**config.mk**
```make
export PLATFORM = sky130hd
export DESIGN_NAME = i2c_slave_sram_port
export DESIGN_NICKNAME = d
export VERILOG_FILES = /design/src/rtl/i2c_sram_pkg.sv /design/src/rtl/pin_sync.sv /design/src/rtl/byte_fifo.sv /design/src/rtl/i2c_slave_sram_port.sv
export SDC_FILE = /design/constraint.sdc
export NUM_CORES = 2
export LEC_CHECK = 0
export ABC_CLOCK_PERIOD_IN_PS = 6100
export BUFFER_PORTS_ARGS = -buffer_cell sky130_fd_sc_hd__buf_2
export CAP_MARGIN = 20
export CORE_MARGIN = 5
export CORE_UTILIZATION = 57
export CTS_CLUSTER_SIZE = 30
export DETAILED_ROUTE_END_ITERATION = 10
export HOLD_SLACK_MARGIN = 0.15
export MAX_ROUTING_LAYER = met4
export PLACE_DENSITY = 0.78
export SLEW_MARGIN = 20
export SYNTH_ARGS = -nofsm -noshare
export SYNTH_HDL_FRONTEND = slang
export SYNTH_SLANG_ARGS = --single-unit
```
**constraint.sdc**
```tcl
create_clock -name clk -period 6.1 [get_ports clk]
set_input_delay 1.22 -clock clk [delete_from_list [all_inputs] [get_ports clk]]
set_output_delay 1.22 -clock clk [all_outputs]
set_load 0.01 [all_outputs]
```
**src/rtl/i2c_sram_pkg.sv**
```systemverilog
// constants, types and states shared by the two-wire sram slave
`default_nettype none

package i2c_sram_pkg;

  // ***********************************************************
  // memory and byte shape
  // ***********************************************************
  localparam int unsigned MEM_DEPTH   = 256;     // words of storage
  localparam int unsigned MEM_AW      = 8;       // word address width
  localparam logic [3:0]  BYTE_BITS   = 4'h8;    // data bits per byte
  localparam logic [3:0]  DEV_TYPE    = 4'h6;    // arbitrary device-type code
  localparam logic [7:0]  ADDR_RST    = 8'h00;   // word address after reset
  localparam logic [7:0]  DATA_RST    = 8'h00;   // shift and transmit reset

  // ***********************************************************
  // buffering and pin sampling
  // ***********************************************************
  localparam int unsigned FIFO_DEPTH  = 32;      // pending write words
  localparam int unsigned SYNC_STAGES = 2;       // flops per pin
  localparam int unsigned PIN_W       = 6;       // sampled pin count
  localparam logic [5:0]  PIN_RST     = 6'h03;   // scl and sda idle high

  // bus sequencer states
  typedef enum logic [2:0] {
    st_idle, st_addr, st_word, st_wdata, st_rdata, st_ignore
  } bus_state_e;

  // one pending memory write
  typedef struct packed {
    logic [7:0] addr;
    logic [7:0] data;
  } wr_req_s;

  // sampled pins, as one bundle through the synchroniser
  typedef struct packed {
    logic       saving;
    logic [2:0] hw_addr;
    logic       sda;
    logic       scl;
  } pins_s;

endpackage

`default_nettype wire

```
**src/rtl/pin_sync.sv**
```systemverilog
// multi-bit two-flop synchroniser for asynchronous pins
`default_nettype none

module pin_sync
  import i2c_sram_pkg::*;
#(
  parameter int unsigned      WIDTH   = 1,
  parameter int unsigned      STAGES  = SYNC_STAGES,
  parameter logic [WIDTH-1:0] RST_VAL = '0
) (
  // clock and reset
  input  wire logic             clk,
  input  wire logic             resetn,
  // pins in, sampled levels out
  input  wire logic [WIDTH-1:0] d,
  output logic      [WIDTH-1:0] q
);

  // fewer than two stages would let metastability through
  if (STAGES < 2) begin : g_chk
    $error("pin_sync needs at least two stages");
  end

  logic [WIDTH-1:0] stage_r [STAGES];  // flop chain, stage 0 first

  // each stage reads only the one before it
  always_ff @(posedge clk or negedge resetn) begin
    if (!resetn) begin
      for (int i = 0; i < STAGES; i++) stage_r[i] <= RST_VAL;
    end else begin
      stage_r[0] <= d;
      for (int i = 1; i < STAGES; i++) stage_r[i] <= stage_r[i-1];
    end
  end

  assign q = stage_r[STAGES-1];

endmodule

`default_nettype wire

```
**src/rtl/byte_fifo.sv**
```systemverilog
// first-in first-out buffer with valid and ready on both sides
`default_nettype none

module byte_fifo
  import i2c_sram_pkg::*;
#(
  parameter int unsigned WIDTH = 16,
  parameter int unsigned DEPTH = FIFO_DEPTH
) (
  // clock and reset
  input  wire logic             clk,
  input  wire logic             resetn,
  // filling side
  input  wire logic             in_valid,
  output logic                  in_ready,
  input  wire logic [WIDTH-1:0] in_data,
  // draining side
  output logic                  out_valid,
  input  wire logic             out_ready,
  output logic      [WIDTH-1:0] out_data
);

  localparam int unsigned AW = $clog2(DEPTH);

  // pointer wrap trick needs a power of two
  if (DEPTH < 2 || (DEPTH & (DEPTH - 1)) != 0) begin : g_chk
    $error("byte_fifo depth must be a power of two, at least 2");
  end

  logic [WIDTH-1:0] store_r [DEPTH];  // word storage
  logic [AW:0]      wr_ptr_r;         // extra bit tells full from empty
  logic [AW:0]      rd_ptr_r;
  logic [AW:0]      fill;             // words held

  assign fill      = wr_ptr_r - rd_ptr_r;
  assign in_ready  = fill != (AW+1)'(DEPTH);
  assign out_valid = fill != '0;
  assign out_data  = store_r[rd_ptr_r[AW-1:0]];

  // pointers
  always_ff @(posedge clk or negedge resetn) begin
    if (!resetn) begin
      wr_ptr_r <= '0;
      rd_ptr_r <= '0;
    end else begin
      if (in_valid && in_ready) wr_ptr_r <= wr_ptr_r + 1'b1;
      if (out_valid && out_ready) rd_ptr_r <= rd_ptr_r + 1'b1;
    end
  end

  // storage carries no reset; empty words are never read out
  always_ff @(posedge clk) begin
    if (in_valid && in_ready) store_r[wr_ptr_r[AW-1:0]] <= in_data;
  end

endmodule

`default_nettype wire

```
**src/rtl/i2c_slave_sram_port.sv**
```systemverilog
// two-wire serial slave port in front of a 256 x 8 static memory
`default_nettype none

module i2c_slave_sram_port
  import i2c_sram_pkg::*;
(
  // clock and reset
  input  wire logic clk,
  input  wire logic resetn,
  // serial bus
  input  wire logic scl,
  input  wire logic sda_in,
  output logic      sda_out,
  output logic      sda_oe_n,
  // address straps
  input  wire logic hw_addr_bit_zero,
  input  wire logic hw_addr_bit_one,
  input  wire logic hw_addr_bit_two,
  // power saving
  input  wire logic power_save,
  output logic      saving
);

  // ***********************************************************
  // pin sampling
  // ***********************************************************

  pins_s      pin_raw;   // pins before sampling
  pins_s      pin_s;     // pins after two flops
  logic       scl_q_r;   // sampled clock, one cycle older
  logic       sda_q_r;   // sampled data, one cycle older
  logic       ps;        // power-saving level

  assign pin_raw = {power_save, hw_addr_bit_two, hw_addr_bit_one,
                    hw_addr_bit_zero, sda_in, scl};

  // the straps ride the same chain, so no address glitch lands
  pin_sync #(
    .WIDTH   (PIN_W),
    .STAGES  (SYNC_STAGES),
    .RST_VAL (PIN_RST)
  ) u_sync (
    .clk    (clk),
    .resetn (resetn),
    .d      (pin_raw),
    .q      (pin_s)
  );

  assign ps = pin_s.saving;

  // previous levels for edge finding
  always_ff @(posedge clk or negedge resetn) begin
    if (!resetn) begin
      scl_q_r <= 1'b1;
      sda_q_r <= 1'b1;
    end else begin
      scl_q_r <= pin_s.scl;
      sda_q_r <= pin_s.sda;
    end
  end

  // ***********************************************************
  // bus events
  // ***********************************************************

  logic       scl_rise;   // clock went high
  logic       scl_fall;   // clock went low
  logic       start_det;  // start seen
  logic       stop_det;   // stop seen
  logic       addr_hit;   // address byte names this device
  logic       rx_done;    // eighth bit over, ack slot opens
  logic       ack_end;    // ack slot over
  logic       bit_rise;   // a data bit is sampled
  logic       tx_fall;    // next transmit bit goes out

  bus_state_e state_r;    // bus sequencer
  logic [3:0] bit_cnt_r;  // bits taken in this byte
  logic       ack_r;      // inside the ack slot
  logic       mack_r;     // master pulled the ack low
  logic [7:0] shift_r;    // incoming bits, msb first
  logic [7:0] tx_r;       // byte being sent
  logic [7:0] word_addr_r;// internal word address
  logic       fetch_r;    // memory read this cycle
  logic       wr_ready;   // write buffer has room

  assign scl_rise = pin_s.scl && !scl_q_r;
  assign scl_fall = !pin_s.scl && scl_q_r;

  // data edges with clock held high are control, never data
  assign start_det = pin_s.scl && scl_q_r && sda_q_r && !pin_s.sda;
  assign stop_det  = pin_s.scl && scl_q_r && !sda_q_r && pin_s.sda;

  // type code above, strap levels below, direction bit ignored
  assign addr_hit = shift_r[7:1] == {DEV_TYPE, pin_s.hw_addr};

  assign rx_done  = scl_fall && !ack_r && bit_cnt_r == BYTE_BITS;
  assign ack_end  = scl_fall && ack_r;
  assign bit_rise = scl_rise && !ack_r && bit_cnt_r != BYTE_BITS;
  assign tx_fall  = scl_fall && !ack_r && bit_cnt_r != BYTE_BITS
                    && bit_cnt_r != 4'h0;

  // ***********************************************************
  // sequencer
  // ***********************************************************

  // start wins over everything but power saving
  always_ff @(posedge clk or negedge resetn) begin
    if (!resetn) begin
      state_r <= st_idle;
    end else if (ps) begin
      state_r <= st_idle;
    end else if (start_det) begin
      state_r <= st_addr;
    end else if (stop_det) begin
      state_r <= st_idle;
    end else if (rx_done) begin
      unique case (state_r)
        st_addr: begin
          // direction picks data phase; read skips word address
          if (!addr_hit) state_r <= st_ignore;
          else if (shift_r[0]) state_r <= st_rdata;
          else state_r <= st_word;
        end
        st_word: begin
          state_r <= st_wdata;
        end
        st_wdata: begin
          // full buffer: refuse and drop off the bus
          if (!wr_ready) state_r <= st_ignore;
        end
        default: begin
          // rdata, idle, ignore and illegal codes hold
          state_r <= state_r;
        end
      endcase
    end else if (ack_end && state_r == st_rdata && !mack_r) begin
      state_r <= st_ignore;
    end
  end

  // bit counter and ack slot; start, stop and ack end clear both, count stops at eight
  always_ff @(posedge clk or negedge resetn) begin
    if (!resetn) begin
      bit_cnt_r <= 4'h0;
      ack_r     <= 1'b0;
    end else if (ps || start_det || stop_det) begin
      bit_cnt_r <= 4'h0;
      ack_r     <= 1'b0;
    end else if (ack_end) begin
      bit_cnt_r <= 4'h0;
      ack_r     <= 1'b0;
    end else if (rx_done) begin
      ack_r     <= 1'b1;
    end else if (bit_rise) begin
      bit_cnt_r <= bit_cnt_r + 4'h1;
    end
  end

  // incoming bits, sampled on the rising clock
  always_ff @(posedge clk or negedge resetn) begin
    if (!resetn) begin
      shift_r <= DATA_RST;
    end else if (bit_rise) begin
      shift_r <= {shift_r[6:0], pin_s.sda};
    end
  end

  // ack level; our own low ack reads back as continue
  always_ff @(posedge clk or negedge resetn) begin
    if (!resetn) begin
      mack_r <= 1'b0;
    end else if (scl_rise && ack_r) begin
      mack_r <= !pin_s.sda;
    end
  end

  // ***********************************************************
  // data line drive
  // ***********************************************************

  // changes after a falling clock, or on start, stop or power saving; otherwise held through high
  always_ff @(posedge clk or negedge resetn) begin
    if (!resetn) begin
      sda_oe_n <= 1'b1;
    end else if (ps || start_det || stop_det) begin
      sda_oe_n <= 1'b1;
    end else if (rx_done) begin
      unique case (state_r)
        st_addr:  sda_oe_n <= !addr_hit;
        st_word:  sda_oe_n <= 1'b0;
        st_wdata: sda_oe_n <= !wr_ready;
        default:  sda_oe_n <= 1'b1;
      endcase
    end else if (ack_end) begin
      if (state_r == st_rdata && mack_r) sda_oe_n <= tx_r[7];
      else sda_oe_n <= 1'b1;
    end else if (tx_fall && state_r == st_rdata) begin
      sda_oe_n <= tx_r[~bit_cnt_r[2:0]];
    end
  end

  // open drain: the driven level is always low
  always_ff @(posedge clk or negedge resetn) begin
    if (!resetn) sda_out <= 1'b0;
    else sda_out <= 1'b0;
  end

  // power-saving status for the system
  always_ff @(posedge clk or negedge resetn) begin
    if (!resetn) saving <= 1'b0;
    else saving <= ps;
  end

  // ***********************************************************
  // word address and memory
  // ***********************************************************

  // address survives power saving; only bus logic is reset
  always_ff @(posedge clk or negedge resetn) begin
    if (!resetn) begin
      word_addr_r <= ADDR_RST;
    end else if (ps || start_det) begin
      word_addr_r <= word_addr_r;
    end else if (rx_done && state_r == st_word) begin
      word_addr_r <= shift_r;
    end else if (rx_done && ((state_r == st_wdata && wr_ready)
                             || state_r == st_rdata)) begin
      word_addr_r <= word_addr_r + 8'h01;
    end
  end

  // read as the address ack slot opens, and after each byte sent
  always_ff @(posedge clk or negedge resetn) begin
    if (!resetn) fetch_r <= 1'b0;
    else fetch_r <= rx_done && !ps && !start_det && !stop_det
                    && ((state_r == st_addr && addr_hit && shift_r[0])
                        || state_r == st_rdata);
  end

  wr_req_s    wr_in;      // write going into the buffer
  wr_req_s    wr_out;     // write leaving the buffer
  logic       wr_valid;   // buffer offers a write
  logic       drain_rdy;  // memory port free for a write
  logic       push;       // byte handed to the buffer

  assign push      = rx_done && state_r == st_wdata && !ps
                     && !start_det && !stop_det;
  assign wr_in     = '{addr: word_addr_r, data: shift_r};
  // reads own the single port; writes wait a cycle
  assign drain_rdy = !fetch_r;

  // bytes arrive far slower than they drain, so full is rare
  byte_fifo #(
    .WIDTH ($bits(wr_req_s)),
    .DEPTH (FIFO_DEPTH)
  ) u_fifo (
    .clk       (clk),
    .resetn    (resetn),
    .in_valid  (push),
    .in_ready  (wr_ready),
    .in_data   (wr_in),
    .out_valid (wr_valid),
    .out_ready (drain_rdy),
    .out_data  (wr_out)
  );

  logic [7:0] mem_r [MEM_DEPTH];  // storage, kept through resets

  // single port: a read or a buffered write each cycle
  always_ff @(posedge clk) begin
    if (wr_valid && drain_rdy) mem_r[wr_out.addr] <= wr_out.data;
  end

  // byte to send, fetched at the current word address
  always_ff @(posedge clk or negedge resetn) begin
    if (!resetn) tx_r <= DATA_RST;
    else if (fetch_r) tx_r <= mem_r[word_addr_r];
  end
endmodule

`default_nettype wire

```
== Yosys cells after proc, flatten, opt, wreduce, memory -nomap -nowiden ==
Memory sizes are Yosys's and may differ from the RTL's. A register that Yosys moved wholly into a read port is not among the register bits.
Index checks and enable logic that the tools add are counted.

* Flip-flop bits (word level): 54
* Memory bits (writable): 2,560
* Input port bits: 8
* Output and inout bits: 3
* Word-level logic and storage cells: 127
* Memories kept: 2

* Add/subtract/negate cells: 5
* Order comparisons: 1
* Eq/ne operators: 11
* Mux-type cells: 30
* Bitwise logic cells: 2
* Reduce and logical (&&, ||, !) cells: 61

{| class="wikitable"
|+ Memory list
! memory !! words !! width !! rd ports !! clocked after Yosys merged registers in !! wr ports !! RTL line !! text
|-
| mem_r || 256 || 8 || 1 || 1 || 1 || i2c_slave_sram_port.sv:267 || <nowiki>logic [7:0] mem_r [MEM_DEPTH];</nowiki>
|-
| u_fifo.store_r || 32 || 16 || 1 || 0 || 1 || byte_fifo.sv:30 || <nowiki>logic [WIDTH-1:0] store_r [DEPTH];</nowiki>
|}

{| class="wikitable"
|+ Operators by type and width
! cell !! number
|-
| $logic_and 1x1->1 || 34
|-
| $mux 3 || 8
|-
| $mux 4 || 4
|-
| $mux 8 || 2
|-
| $logic_not 1->1 || 13
|-
| $mux 1 || 13
|-
| $add 6x1->6 const B || 2
|-
| $ne 6x6->1 const B || 2
|-
| $pmux 3 s3 || 1
|-
| $add 8x1->8 const B || 1
|-
| $reduce_bool 4->1 || 2
|-
| $eq 7x6->1 || 1
|-
| $ne 7x3->1 const B || 1
|-
| $eq 3x2->1 const B || 2
|-
| $reduce_bool 3->1 || 2
|-
| $reduce_bool 6->1 || 1
|-
| $sub 6x6->6 || 1
|-
| $reduce_bool 5->1 || 1
|-
| $add 4x1->4 const B || 1
|-
| $eq 4x4->1 const B || 1
|-
| $logic_or 1x1->1 || 4
|-
| $lt 3x4->1 const B || 1
|-
| $ne 4x4->1 const B || 1
|-
| $reduce_and 2->1 || 2
|-
| other kinds (9) || 9
|}

== Logic depth before layout (Yosys ltp) ==
* Depth after elaboration: 11
* Depth in mapped cells: 18
* Gate-level depth less buffers: 9

== Modules after synthesis ==
From an unflattened synthesis, not the netlist that was laid out.

* Cells, all modules: 4,837
* Area total of the unflattened synthesis: 102,534.6 sq um

{| class="wikitable"
|+ By module, submodules not included
! module !! instances !! cells an instance !! area each (sq um) !! seq. area each (sq um)
|-
| i2c_slave_sram_port || 1 || 3,935 || 81,808.5 || 62,453.6
|-
| byte_fifo || 1 || 884 || 20,375.8 || 15,675.0
|-
| pin_sync || 1 || 18 || 350.3 || 305.3
|}

== Worst setup path after synthesis ==
No wires, ideal clock.

* Path type: register to register
* Start point: register u_fifo.rd_ptr_r[0]
* End point: memory mem_r[0][0], data pin
* Setup time: 1,177 ps
* Data arrival time: 5,160 ps
* Required time: 4,923 ps
* Slack: -237 ps
* Cell stages (with the launch flop): 11
* Buffers on the path: 6
* Clock period less this slack: 6,337 ps
* Path through: dfrtp_1 > buf_6 > buf_6 > buf_6 > buf_4 > buf_2 > buf_1 > mux4_2 > mux4_2 > nand2_1 > nand2_1

* Longest elaborated chain between the ends: 1

{| class="wikitable"
|+ RTL lines
! element !! RTL line !! text
|-
| start: declaration || byte_fifo.sv:32 || <nowiki>logic [AW:0] rd_ptr_r;</nowiki>
|-
| start signal: assignment || byte_fifo.sv:47 || <nowiki>if (out_valid && out_ready) rd_ptr_r <= rd_ptr_r + 1'b1;</nowiki>
|-
| $mem_v2 32x16 || -- ||
|-
| via u_fifo.out_data[0] || byte_fifo.sv:20 || <nowiki>output logic [WIDTH-1:0] out_data</nowiki>
|-
| end: declaration || i2c_slave_sram_port.sv:267 ||
|}

The timed path passes the listed nets, and every way through them passes these cells.

== Worst setup path in the final report ==
* Start point: register u_fifo.rd_ptr_r[2]
* End point: memory mem_r[17][4] (enable)

* Longest elaborated chain between the ends: 5
* Elaborated cells on any way between the ends: 6
* Classes of those cells: add/sub (1); mux (2); reduce/logical (2); memory (1)

{| class="wikitable"
|+ RTL lines
! element !! RTL line !! text
|-
| $sub 6x6->6 || byte_fifo.sv:35 || <nowiki>assign fill = wr_ptr_r - rd_ptr_r;</nowiki>
|-
| $reduce_bool 6->1 || byte_fifo.sv:37 || <nowiki>assign out_valid = fill != '0;</nowiki>
|-
| $logic_and 1x1->1 || i2c_slave_sram_port.sv:271 || <nowiki>if (wr_valid && drain_rdy) mem_r[wr_out.addr] <= wr_out.data;</nowiki>
|-
| $mux 1 || i2c_slave_sram_port.sv:271 ||
|-
| $mux 1 (implied by the code) || i2c_slave_sram_port.sv:271 ||
|}

Parallel ways exist; a longest one is shown, timed or not.

==> flow_summary_export.csv <==
group,metric,value,unit
synthesis,ys_warn_count,0,
worst_setup_path,crit_fanout,19,
drt,viasPerCell,6.81,
drt,drt_first_pass_iters,8,
pwr,ir_drop,318,uV
global_routing,grt.total_usage,28.6,%
pwr,p_per_area,308,mW/mm2
floorplanning,core_area,0.179,mm2
pwr,switching_power,6.84,mW
cells_and_area,nets,5249,
cells_and_area,area_growth,12.4,%
placed_design,hpwl,151,mm
clock_network,htreeDepth,4,
placed_design,place_inst,7342,
sta,finalSetupTns,0,ps
drt,vias,53084,
cells_and_area,fin_util,64.4,%
sta,finalClockSkew,31.8,ps
worst_setup_path,start_kind,"flip-flop",
sta,slew_violations,0,
floorplanning,chipHeight,434,um
synthesis,syn_avg_cell_area,20.6,um2
clock_network,clock_path_buffers,3,
clock_network,cts_root_buf,"clkbuf_16",
clock_network,clk_pin_slew,70,ps
clock_network,cts_inserted_buffers,239,
drt,drtIter0Drc,8746,
global_routing,grt_overflow,0,
placed_design,placed_cell_area,0.107,mm2
worst_hold_path,holdCritPathClass,"reg2reg",
drt,post_drt_wl_per_cell,33.1,um
sta,max_slew_margin,10.9,%
status,status,"complete, no violations",
cells_and_area,finalNonFillerCells,7795,
drt,routed_wl,258,mm
synthesis,async_flop_share,2.36,%
pwr,power_frac_comb,0.3,%
drt,final_antenna_net_count,0,
clock_network,cts_resized,0,
floorplanning,io_pins,11,
worst_setup_path,cp_data_arrival_time,5660,ps
synthesis,synth-edff-count,2560,
floorplanning,num_rows,155,
synthesis,yosysSeqAreaShare,76.6,%
cells_and_area,stdcell_area,0.115,mm2
pwr,leakage,34.5,nW
worst_setup_path,crit_required,6690,ps
sta,worstMarginPinSlew,1320,ps
placed_design,numPortBuffers,9,
placed_design,gp_congestion,0.928,
cells_and_area,drive_gt1_share,25.3,%
floorplanning,start_util,57.3,%
synthesis,synth_seq_cells,2622,
global_routing,antenna_found_initial,8,
synthesis,syn_inst,4971,
pwr,clock_power_share,43.6,%
sta,finalCriticalPeriod,5080,ps
sta,hold_violations,0,
sta,max_freq,0.197,GHz
synthesis,syn_nets,4992,
floorplanning,die_w,434,um
sta,finalSetupViolations,0,
global_routing,grt_pass1_wl,376,mm
synthesis,synth_cell_type_count,73,
pwr,swShare,19.3,%
drt,post-route-drc-count,0,
clock_network,post_cts_buffers,0,
clock_network,clock_latency,890,ps
pwr,p_int,28.6,mW
clock_network,hold_buffers,0,
floorplanning,die_area,0.188,mm2
sta,fin_crit_sh,83.3,%
cells_and_area,nFillCells,10983,
worst_setup_path,critPathKind,"reg2reg",
job,cap_violations,0,
sta,rsz0062_at_grt,"no",
synthesis,synth_flop_cell,"edfxtp_1",
clock_network,tritoncts,"yes",
global_routing,grt_max_degree,157,
clock_network,cts.sinks,2622,
pwr,seqPwrFrac,56.1,%
global_routing,grt_pass1_vias,53204,
worst_setup_path,crit_path_end_kind,"flip-flop",
synthesis,synth.cell_area,0.102,mm2
sta,whs,353,ps
## final timing paths
kind                                     from            endpoint  slack [ps]  cells past startpoint
max                        u_fifo.rd_ptr_r[2]        mem_r[17][4]        1020                     11
min                        u_sync.stage_r[10]         u_sync.q[4]         350                      0
max reg2reg                u_fifo.rd_ptr_r[2]        mem_r[17][4]        1020                     11
min reg2reg                u_sync.stage_r[10]         u_sync.q[4]         350                      0
max in group asynchronous              resetn  u_fifo.rd_ptr_r[0]        4980                      1
min in group asynchronous              resetn   u_sync.stage_r[8]         430                      1
## cells in the final DEF, fill, tap and decap left out, drive strengths merged, types with 22 or more instances in the layout
| cell type | netlist | final |
|---|---|---|
| inv | 22 | 29 |
| dfrtp | 55 | 55 |
| nor3 | 44 | 44 |
| nand3 | 45 | 45 |
| clkinv | 2 | 115 |
| clkbuf | 153 | 281 |
| mux4 | 575 | 575 |
| o21ai | 61 | 61 |
| edfxtp | 2560 | 2560 |
| nand2 | 119 | 119 |
| a21oi | 86 | 86 |
| o22ai | 37 | 37 |
| a22oi | 64 | 64 |
| buf | 157 | 326 |
| mux2 | 38 | 38 |
| nor2 | 331 | 331 |
| a221oi | 61 | 61 |
| or3 | 22 | 22 |
| bufinv | 0 | 37 |
| nor2b | 22 | 22 |
| a22o | 31 | 31 |
| mux2i | 236 | 236 |
## logic make-up (layout without fill, tap and decap cells)
family	Yosys count	after routing	share of synthesized area, %
AO/OA/AOI/OAI	458	458	3.17
XOR/XNOR	19	19	0.163
adder cells (fa/ha/maj)	13	13	0.159
buffers and inverters	334	795	1.46
flip-flops	2622	2622	76.6
multiplexers	849	849	15.4
other	1	9	0.00366
AND/OR/NAND/NOR	675	675	3.00
## flip-flops by register name (all words and copies together), names as in the netlist, 4 cells and up
register / cells
u_fifo.store_r: 512
u_sync.stage_r: 6
bit_cnt_r: 4
tx_r: 8
word_addr_r: 8
u_fifo.rd_ptr_r: 6
shift_r: 8
u_sync.q: 6
u_fifo.wr_ptr_r: 6
mem_r: 2048
## layer usage
| layer | wire, um | up-vias | track usage [%] |
|---|---|---|---|
| met4 | 11000 | 0 | 10.9 |
| li1 | - | 21132 | - |
| met5 | 0 | - | - |
| met3 | 32200 | 634 | 6.69 |
| met1 | 90700 | 27262 | 38.1 |
| met2 | 124000 | 4056 | 43.8 |
## through the flow
step	setup WS, ps	power, mW
floorplan	968	20.2
detailed placement	1090	20.4
CTS	1030	35.5
global route	827	36.4
global placement	1250	20.3
finish	1020	35.4
## power by group through the flow
stage               Combinational, mW  Sequential (mW)  Clock (mW)
floorplan                      0.0381             20.2           0
global placement               0.0957             20.2           0
detailed placement              0.102             20.3           0
CTS                             0.103             19.9        15.6
global route                    0.111             19.9        16.4
finish                          0.101             19.9        15.4
## critical path, stage by stage (launching register included)
cell,delay (ps)
dfrtp_1,730
clkinv_1,540
ha_1,470
o21a_1,160
o211a_1,270
o31ai_1,420
o31ai_2,100
buf_4,220
or3_1,730
buf_4,380
nor2_1,470
buf_4,250
## final cells by class
class	instances	area (um2)	share of cell area (%)
inverter	24	90.1	0.0783
sequential	2622	78500	68.2
clock inverter	164	1910	1.66
tap	2355	2950	2.56
antenna	8	20.0	0.0174
timing repair buffer	326	2740	2.38
multi-input combinational	2015	22700	19.7
clock buffer	281	6200	5.39
## Yosys cell counts, drive strengths merged (3+ instances only)
cell,n,area share [%]
nand3,45,0.24
dfrtp,55,1.3
nand4b,3,0.026
o21a,3,0.022
a21oi,86,0.42
nor2b,22,0.13
and2,8,0.049
o31ai,9,0.066
nand4,8,0.049
o221ai,16,0.14
mux2,38,0.42
a22oi,64,0.47
o32ai,7,0.060
ha,13,0.16
nand2,119,0.44
mux4,575,13
nor4,9,0.055
a211oi,14,0.10
mux2i,236,2.3
or2,13,0.079
a221oi,61,0.52
edfxtp,2560,75
buf,157,0.81
a31oi,17,0.10
clkbuf,153,0.56
a2bb2oi,6,0.051
or4,3,0.022
nand2b,19,0.12
o21ai,61,0.30
o22ai,37,0.23
xnor2,13,0.11
or3,22,0.13
and3,8,0.049
a221o,19,0.19
xor2,6,0.051
nor3,44,0.22
dfstp,7,0.18
inv,22,0.081
nor3b,7,0.051
nand3b,8,0.059
a22o,31,0.27
nor2,331,1.2
Note: power is estimated with default switching activity, not from simulation.
